<file path="src/rtl/dram_host_pkg.sv">
// Constants and types for the five-bit strobe-driven DRAM module controller.
// Assumes a 25 MHz system clock; all strobe timing is counted in its cycles.
`default_nettype none
package dram_host_pkg;
  localparam int unsigned CLK_PERIOD_NS = 40;
  localparam int unsigned ADDR_W = 9;
  localparam int unsigned DATA_W = 5;
  localparam int unsigned ROW_COUNT = 256;
  localparam int unsigned ROW_W = 8;
  // Strobe timing in ns (refresh in ms, pause in us), slowest speed grade
  localparam int unsigned T_RP_NS = 120;
  localparam int unsigned T_RCD_NS = 30;
  localparam int unsigned T_CAS_NS = 100;
  localparam int unsigned T_RSH_NS = 100;
  localparam int unsigned T_RAS_NS = 200;
  localparam int unsigned T_ACC_NS = 200;
  localparam int unsigned T_WP_NS = 55;
  localparam int unsigned T_CSR_NS = 35;
  localparam int unsigned T_REF_MS = 4;
  localparam int unsigned T_PAUSE_US = 200;
  localparam int unsigned INIT_CYCLES = 8;
  // Derived cycle counts, least times rounded up
  localparam int unsigned RP_CYC = (T_RP_NS + CLK_PERIOD_NS - 1) / CLK_PERIOD_NS;
  localparam int unsigned RCD_CYC = (T_RCD_NS + CLK_PERIOD_NS - 1) / CLK_PERIOD_NS;
  localparam int unsigned CAS_CYC = (T_ACC_NS + CLK_PERIOD_NS - 1) / CLK_PERIOD_NS;
  localparam int unsigned RAS_CYC = (T_RAS_NS + CLK_PERIOD_NS - 1) / CLK_PERIOD_NS;
  localparam int unsigned WP_CYC = (T_WP_NS + CLK_PERIOD_NS - 1) / CLK_PERIOD_NS;
  localparam int unsigned CSR_CYC = (T_CSR_NS + CLK_PERIOD_NS - 1) / CLK_PERIOD_NS;
  // Refresh interval per row, rounded down (longest time)
  localparam int unsigned REF_PERIOD_CYC = (T_REF_MS * 1000000 / CLK_PERIOD_NS) / ROW_COUNT;
  localparam int unsigned PAUSE_CYC = (T_PAUSE_US * 1000 + CLK_PERIOD_NS - 1) / CLK_PERIOD_NS;
  localparam int unsigned TIMER_W = 16;
  localparam logic [TIMER_W-1:0] TIMER_ONE = 16'h0001;
  localparam logic [3:0] INIT_COUNT = 4'h8;

  typedef enum logic [3:0] {
    ST_PAUSE = 4'h0,
    ST_IDLE = 4'h1,
    ST_ROW = 4'h2,
    ST_COL = 4'h3,
    ST_DWRITE = 4'h4,
    ST_CLOSE = 4'h5,
    ST_PRECH = 4'h6,
    ST_REFRESH = 4'h7
  } phase_e;
endpackage
`default_nettype wire

</file>
<file path="src/rtl/dram_host.sv">
// Host controller for a five-bit strobe-driven DRAM module: multiplexes
// row and column addresses, drives strobes and write enable, refreshes.
// Assumes the module's strobes, address and data-in are driven by this
// block and its data-out returns asynchronously on READ_DATA_OUTPUTS.
//
// Behaviour
// Module holds five parallel one-bit slices
// Nine row bits captured at row-strobe fall
// Nine column bits captured at column-strobe fall
// Address stable before its capturing strobe falls
// Row strobe enables sense amps and row
// Column strobe selects column and buffers
// Write enable high reads, low writes
// Reads ignore data inputs
// Early write keeps outputs high impedance
// Early write: data captured at column fall
// Delayed write: data captured at write fall
// Inputs latched, outputs unlatched
// Strobe all 256 rows each refresh period
// Column strobe high during row-only refresh
// Read data valid while column strobe low
// Column-before-row refresh uses internal counter
// Hidden refresh keeps read data valid
// Power-up pause then eight init cycles
// Refresh takes priority over access; a request granted in the cycle the refresh falls due still goes first
`default_nettype none
module dram_host
  import dram_host_pkg::*;
#(
  parameter int unsigned PAUSE_CYCLES = PAUSE_CYC,
  parameter int unsigned REFRESH_CYCLES = REF_PERIOD_CYC
) (
  input wire logic SYS_CLK,
  input wire logic RESET,
  // User request port
  input wire logic REQ_VALID,
  input wire logic REQ_WRITE,
  input wire logic REQ_DELAYED,
  input wire logic [2*ADDR_W-1:0] REQ_ADDR,
  input wire logic [DATA_W-1:0] REQ_WDATA,
  output logic REQ_READY,
  output logic RESP_VALID,
  output logic [DATA_W-1:0] RESP_RDATA,
  output logic INIT_DONE,
  // Module pins
  output logic [ADDR_W-1:0] MUXED_ADDRESS_LINES,
  output logic ROW_STROBE_N,
  output logic COL_STROBE_N,
  output logic WRITE_ENABLE_N,
  output logic [DATA_W-1:0] WRITE_DATA_INPUTS,
  input wire logic [DATA_W-1:0] READ_DATA_OUTPUTS
);
  typedef struct packed {
    phase_e phase;
    logic [TIMER_W-1:0] timer;
    logic [3:0] init_left;
    logic write;
    logic delayed;
    logic [ADDR_W-1:0] col;
    logic [ADDR_W-1:0] addr;
    logic ras_n;
    logic cas_n;
    logic we_n;
    logic [DATA_W-1:0] wdata;
    logic ready;
    logic resp;
    logic [DATA_W-1:0] rdata;
    logic done;
    logic ref_ack;
  } host_s;
  host_s state_reg;
  host_s state_next;
  logic [DATA_W-1:0] rd_meta_reg;
  logic [DATA_W-1:0] rd_sync_reg;
  logic ref_req;

  // Load a phase timer with a cycle count
  function automatic logic [TIMER_W-1:0] cycles(input int unsigned n);
    cycles = TIMER_W'(n);
  endfunction

  // Per-row refresh pacing
  dram_refresh_timer #(
    .PERIOD(REFRESH_CYCLES)
  ) u_refresh (
    .clk(SYS_CLK),
    .rst(RESET),
    .ack(state_reg.ref_ack),
    .req(ref_req)
  );

  // Two-stage synchroniser on the asynchronous data-out pins
  always_ff @(posedge SYS_CLK) begin
    if (RESET) begin
      rd_meta_reg <= '0;
      rd_sync_reg <= '0;
    end else begin
      rd_meta_reg <= READ_DATA_OUTPUTS;
      rd_sync_reg <= rd_meta_reg;
    end
  end

  // Access, refresh and init sequencer
  always_comb begin
    state_next = state_reg;
    state_next.resp = 1'b0;
    state_next.ref_ack = 1'b0;
    state_next.ready = 1'b0;
    if (state_reg.timer != '0) begin
      state_next.timer = state_reg.timer - TIMER_ONE;
    end
    case (state_reg.phase)
      ST_PAUSE: begin
        if (state_reg.timer == '0) begin
          state_next.phase = ST_REFRESH;
          state_next.cas_n = 1'b0;
          state_next.timer = cycles(CSR_CYC);
        end
      end
      ST_IDLE: begin
        // Ready only after all init refreshes and while no refresh is due;
        // a request already granted is honoured, the refresh follows it
        state_next.ready = state_reg.done & ~ref_req & ~(REQ_VALID & state_reg.ready);
        if (REQ_VALID && state_reg.ready) begin
          state_next.write = REQ_WRITE;
          state_next.delayed = REQ_DELAYED;
          state_next.col = REQ_ADDR[ADDR_W-1:0];
          state_next.addr = REQ_ADDR[2*ADDR_W-1:ADDR_W];
          state_next.wdata = REQ_WDATA;
          state_next.phase = ST_ROW;
        end else if (ref_req || !state_reg.done) begin
          state_next.phase = ST_REFRESH;
          state_next.cas_n = 1'b0;
          state_next.timer = cycles(CSR_CYC);
        end
      end
      ST_ROW: begin
        // Row address has been stable a cycle; drop row strobe
        state_next.ras_n = 1'b0;
        // Early write: enable low two or more cycles before the column strobe falls
        state_next.we_n = ~(state_reg.write & ~state_reg.delayed);
        state_next.timer = cycles(RCD_CYC);
        state_next.phase = ST_COL;
      end
      ST_COL: begin
        if (state_reg.timer == '0 && state_reg.addr != state_reg.col) begin
          state_next.addr = state_reg.col;
        end else if (state_reg.timer == '0) begin
          state_next.cas_n = 1'b0;
          state_next.timer = cycles(CAS_CYC);
          state_next.phase = state_reg.write && state_reg.delayed ? ST_DWRITE : ST_CLOSE;
        end
      end
      ST_DWRITE: begin
        // Column strobe already low: write enable fall strobes data
        if (state_reg.timer == cycles(CAS_CYC - WP_CYC)) begin
          state_next.we_n = 1'b0;
          state_next.phase = ST_CLOSE;
        end
      end
      ST_CLOSE: begin
        if (state_reg.timer == '0) begin
          // Sample read data while the column strobe is still low
          if (!state_reg.write) begin
            state_next.rdata = rd_sync_reg;
          end
          state_next.resp = 1'b1;
          state_next.ras_n = 1'b1;
          // Column strobe released with the row: no hidden or row-only refresh
          state_next.cas_n = 1'b1;
          state_next.we_n = 1'b1;
          state_next.timer = cycles(RP_CYC);
          state_next.phase = ST_PRECH;
        end
      end
      ST_PRECH: begin
        if (state_reg.timer == '0) begin
          state_next.phase = ST_IDLE;
        end
      end
      ST_REFRESH: begin
        // Column strobe led the row strobe; internal counter picks the row
        if (state_reg.timer == '0 && state_reg.ras_n) begin
          state_next.ras_n = 1'b0;
          state_next.timer = cycles(RAS_CYC);
        end else if (state_reg.timer == '0) begin
          state_next.ras_n = 1'b1;
          state_next.cas_n = 1'b1;
          state_next.ref_ack = 1'b1;
          state_next.timer = cycles(RP_CYC);
          if (state_reg.init_left != '0) begin
            state_next.init_left = state_reg.init_left - 4'h1;
          end
          state_next.done = state_reg.done | (state_reg.init_left == 4'h1);
          state_next.phase = ST_PRECH;
        end
      end
      default: begin
        state_next.phase = ST_IDLE;
      end
    endcase
  end

  // Register the whole controller state
  always_ff @(posedge SYS_CLK) begin
    if (RESET) begin
      state_reg <= '0;
      state_reg.phase <= ST_PAUSE;
      state_reg.timer <= TIMER_W'(PAUSE_CYCLES);
      state_reg.init_left <= INIT_COUNT;
      state_reg.ras_n <= 1'b1;
      state_reg.cas_n <= 1'b1;
      state_reg.we_n <= 1'b1;
    end else begin
      state_reg <= state_next;
    end
  end

  // Outputs straight from the state flip-flops
  assign MUXED_ADDRESS_LINES = state_reg.addr;
  assign ROW_STROBE_N = state_reg.ras_n;
  assign COL_STROBE_N = state_reg.cas_n;
  assign WRITE_ENABLE_N = state_reg.we_n;
  assign WRITE_DATA_INPUTS = state_reg.wdata;
  assign REQ_READY = state_reg.ready;
  assign RESP_VALID = state_reg.resp;
  assign RESP_RDATA = state_reg.rdata;
  assign INIT_DONE = state_reg.done;
endmodule
`default_nettype wire

</file>
<file path="src/rtl/dram_refresh_timer.sv">
// Refresh request generator: raises a request each per-row refresh interval.
// Assumes the controller acknowledges with a one-cycle pulse per refreshed row.
`default_nettype none
module dram_refresh_timer
  import dram_host_pkg::*;
#(
  parameter int unsigned PERIOD = REF_PERIOD_CYC
) (
  input wire logic clk,
  input wire logic rst,
  input wire logic ack,
  output logic req
);
  typedef struct packed {
    logic [TIMER_W-1:0] count;
    logic req;
  } timer_s;
  timer_s state_reg;
  timer_s state_next;

  // Count down; a new expiry wins over the acknowledge of the old one
  always_comb begin
    state_next = state_reg;
    if (ack) begin
      state_next.req = 1'b0;
    end
    if (state_reg.count == '0) begin
      state_next.count = TIMER_W'(PERIOD - 1);
      state_next.req = 1'b1;
    end else begin
      state_next.count = state_reg.count - TIMER_ONE;
    end
  end

  always_ff @(posedge clk) begin
    if (rst) begin
      state_reg <= '0;
    end else begin
      state_reg <= state_next;
    end
  end

  assign req = state_reg.req;
endmodule
`default_nettype wire

</file>
<file path="config.mk">
export PLATFORM = sky130hd
export DESIGN_NAME = dram_host
export DESIGN_NICKNAME = d
export VERILOG_FILES = /design/src/rtl/dram_host_pkg.sv /design/src/rtl/dram_host.sv /design/src/rtl/dram_refresh_timer.sv
export SDC_FILE = /design/constraint.sdc
export NUM_CORES = 1
export LEC_CHECK = 0
export ABC_AREA = 1
export BUFFER_PORTS_ARGS = -buffer_cell sky130_fd_sc_hd__buf_4
export CORE_MARGIN = 2
export CORE_UTILIZATION = 35
export DETAILED_ROUTE_END_ITERATION = 6
export PLACE_DENSITY = 0.58
export SYNTH_ARGS = -nofsm -noshare
export SYNTH_HDL_FRONTEND = slang
export SYNTH_HIERARCHICAL = 1
export SYNTH_SLANG_ARGS = --single-unit
</file>
<file path="constraint.sdc">
create_clock -name SYS_CLK -period 2.2 [get_ports SYS_CLK]
set_clock_uncertainty 0.1 [all_clocks]
set_input_delay 0.22 -clock SYS_CLK [delete_from_list [all_inputs] [get_ports SYS_CLK]]
set_output_delay 0.22 -clock SYS_CLK [all_outputs]
set_load 0.01 [all_outputs]
</file>
==> results list <==
- The die is approximately 120 um tall.
* Adder and majority gate portion of the synthesized area: roughly 2.2%
- Including well taps, the total number of placed cells is approximately 830.
* Clock Tree Buf Depth: 2
- The critical path in this run is classified as flip-flop to flip-flop.
* Detailed placer's ending HPWL: approximately 7100 um
- Post-Syn Area: between 4000 and 5000 um2
- Largest stage delay on the critical path: ~0.33 ns
- In the final routed layout, each cell accounts on average for ~11 um.
- The congestion estimate from routability-driven global placement came to 0.854.
* Met2 GRT Util: 23.2%
- Number of buffers created by CTS: 9
* CP Max Fanout: 17
- Largest register FFs: 35
* Number of distinct library cells after synthesis: 37
- Setup tns final: 0 ns
- Busiest grt layer: met2
* Worst ir drop on vdd: between 0.4 and 0.5 mV
- Summing the sequential cell areas from Yosys gives 38.6% of the chip area.
* RSZ-0062 raised after global routing: no
- The total area inside the core boundary comes to 12600 um2.
- Setup violations remaining at the end of the flow were counted as 0.
- The final critical path takes up between 90% and 100% of the cycle.
- The clock reaches the later pin of the worst-skew pair after approximately 0.34 ns.
- The pre-antenna-repair detailed-routing pass consisted of 4 iterations.
- Number of failing hold endpoints at the final stage: 0
* Category of the worst setup path capture point: flip-flop
* Worst Tran Pin Value: between 0.4 and 0.5 ns
- Crit-path leading delay family: simple AND/OR/NAND/NOR gates
- The signal on the critical path passes through inv_1 > ha_1 > nand2_1 > nor2_4 > nand2_4 > inv_4 > nand3_2 > nand2_4 > inv_2 > nor2_1 > nor2_1.
* Worst slew slack as a fraction of its limit: a little over 70%
- Together, buffers and inverters on the worst path number 3.
- Placement Rows: slightly above 40
- Area fraction in and, or, nand and nor cells after synthesis: about a third
- TritonCTS Sinks: 87
- Summed over all cells, the static leakage comes to ~2.5 nW.
- When the netlist entered floorplanning its net count stood at between 600 and 700.
- Total placed instance area: between 4000 and 5000 um2
- Counting every instance in the synthesized netlist gives approximately 630.
* Ratio of total power to cell area: 1100 nW/um2
* Main combinational cell family by area after synthesis: simple AND/OR/NAND/NOR gates
- The flow ran to the end, and the final reports show no timing, DRC or antenna violations.
- Wire length of the first global-routing pass: approximately 16000 um
* Final layout net count: 720
- Compared with the post-synthesis result, the final layout area differs by 17.6%.
* Remaining antenna violation count: 0
- Number of placed I/O pins: just under 60
- The final max-slew violation count came to 0.
- Kind of start point of the critical path: flip-flop
- The synthesized netlist devotes 3.89% of its cell area to XOR and XNOR gates.
- After global routing the overflow that remains totals 0.
* Final instance area: roughly 5300 um2
- Synthesis inferred just under 90 register bits.
- The top cell types in the final layout, fill and taps aside, are sky130_fd_sc_hd__nand2_1 (121), sky130_fd_sc_hd__nor2_1 (109), sky130_fd_sc_hd__dfxtp_1 (87).
* Clock-pin slew of the registers on the worst-case setup and hold paths: about 0.070 ns
- Maximum number of pins on one net before global-route repair: 31
- Measured along the x axis, the die boundary spans between 100 and 150 um.
- The setup check on the worst reg-to-reg path leaves a slack of between 0.2 and 0.25 ns.
* Initial drt markers: 186
- Leaving out fill and tap cells, the most frequent cell in the layout is sky130_fd_sc_hd__nand2_1.
* Via count of the first global-routing pass: approximately 3.6k
* Required time of the critical path: 2.33 ns
- In the global route stage, met3 resource usage came out at under 10%.
* Residual DRC: 0
* Layout cells sized above 1: 18.9%
* Die area: around 14000 um2
- Count of placed standard cells in the final layout, fillers left out: between 800 and 900
- Dividing the detail-routed via count by the number of cells gives ~4.5.
- The number of antenna diodes in the final layout is 0.
- For this configuration, the core starts out at a cell density of ~36%.
* Critical Path AT: about 2.1 ns
* Max_cap viols: 0
- Peak clock frequency supported by timing: between 500 and 600 MHz
- Of the post-synthesis cell area, the part taken by muxes is 0%.
- Root Driver: sky130_fd_sc_hd__clkbuf_16
- Final Routed Wirelength: between 9000 and 10000 um
- During synthesis, Yosys emitted a total of 6 warnings.
* Synthesized-area fraction occupied by ao, oa, aoi and oai cells: about 11%
* Port Buf Inserts: 57
- Critical-path cell with the highest stage delay: sky130_fd_sc_hd__dfxtp_1
* H-Tree Level Count: 3
* Vias: 3879
* Routing usage on met1: between 10% and 20%
* Hold Worst Slack: about 0.0084 ns
* Class of the tightest hold or removal check: input pin to flip-flop
- Cells fill a little over two fifths of the core in the end.
* GRT Total Usage: between 10% and 20%
- The number of antenna violations at the first check in global routing was 0.
* CTS tree: built
- The smallest clock period supported by the final layout is computed as around 2 ns.
- Each instance of the synthesized netlist takes up on average just over 7 um2.
-- cells by family after synthesis --
family                     after synthesis
and+or+nand+nor                        311
buffers and inverters                  117
AOI/OAI and AO/OA                       91
DFF                                     87
xor gates and xnor gates                20
adders and majority gates                8
-- power breakdown --
group          leakage (nW)  switching (mW)  internal, mW  total (mW)
combinational          1.64            1.39         0.854        2.24
sequential            0.709           0.272          1.84        2.12
clock                 0.140           0.673         0.813        1.49
-- tightest hold or removal path, cell delays in order --
cell and delay (ns):
sky130_fd_sc_hd__buf_4 0.08, sky130_fd_sc_hd__nor2_1 0.03, sky130_fd_sc_hd__nor2_1 0.09
-- per-stage QoR --
stage | power (mW) | worst slack (ns)
after global routing | 6.32 | 0.00328
after floorplan | 3.97 | 0.510
after detailed placement | 4.38 | 0.147
after CTS | 5.90 | 0.125
final | 5.84 | 0.208
after global placement | 4.36 | 0.228
-- timing repair --
item | in CTS | in global routing
setup buffers | 0 | 0
resized for setup | 0 | 4
endpoints found under the hold margin | 8 | 0
hold buffers | 8 | 0
endpoints found under the setup margin | 0 | 8
-- cell usage after synthesis (all sizes together) --
cell / n / share of area [%]
a211oi: 1 / 0.17
a21boi: 1 / 0.17
a21oi: 29 / 3.9
a31oi: 2 / 0.28
buf: 26 / 4.8
clkbuf: 8 / 0.72
clkinv: 1 / 0.083
dfxtp: 87 / 39
ha: 8 / 2.2
inv: 82 / 6.8
nand2: 132 / 12
nand3: 39 / 5.3
nand3b: 3 / 0.50
nand4: 4 / 0.56
nor2: 125 / 12
nor3: 6 / 1.0
nor4: 1 / 0.28
o211ai: 4 / 0.67
o21ai: 54 / 6.0
or2: 1 / 0.14
xnor2: 13 / 2.5
xor2: 7 / 1.4
-- layout make-up --
| class | count | area, um2 |
|---|---|---|
| clock buffers | 10 | 239 |
| flip-flops and latches | 87 | 1740 |
| fillers | 1338 | 7320 |
| clock inverters | 6 | 51.3 |
| inverters | 83 | 317 |
| repair buffers | 68 | 531 |
| well taps | 172 | 215 |
| multi-input cells | 430 | 2200 |
-- path summary, 6_finish.rpt --
kind | to | from | cells after the start
setup / recovery | MUXED_ADDRESS_LINES[3] | state_reg[41] | 11
hold / removal | WRITE_DATA_INPUTS[1] | REQ_WDATA[1] | 3
setup reg to reg | MUXED_ADDRESS_LINES[3] | state_reg[41] | 11
hold reg to reg | rd_sync_reg[2] | rd_meta_reg[2] | 2
-- per-layer routing --
| layer | vias to the layer above | share of wire [%] |
|---|---|---|
| met5 | - | 0 |
| met4 | 0 | 0.92 |
| met3 | 8 | 4.0 |
| met2 | 71 | 45 |
| met1 | 1735 | 50 |
| li1 | 2065 | - |
Power figures use the tool's default switching activity.
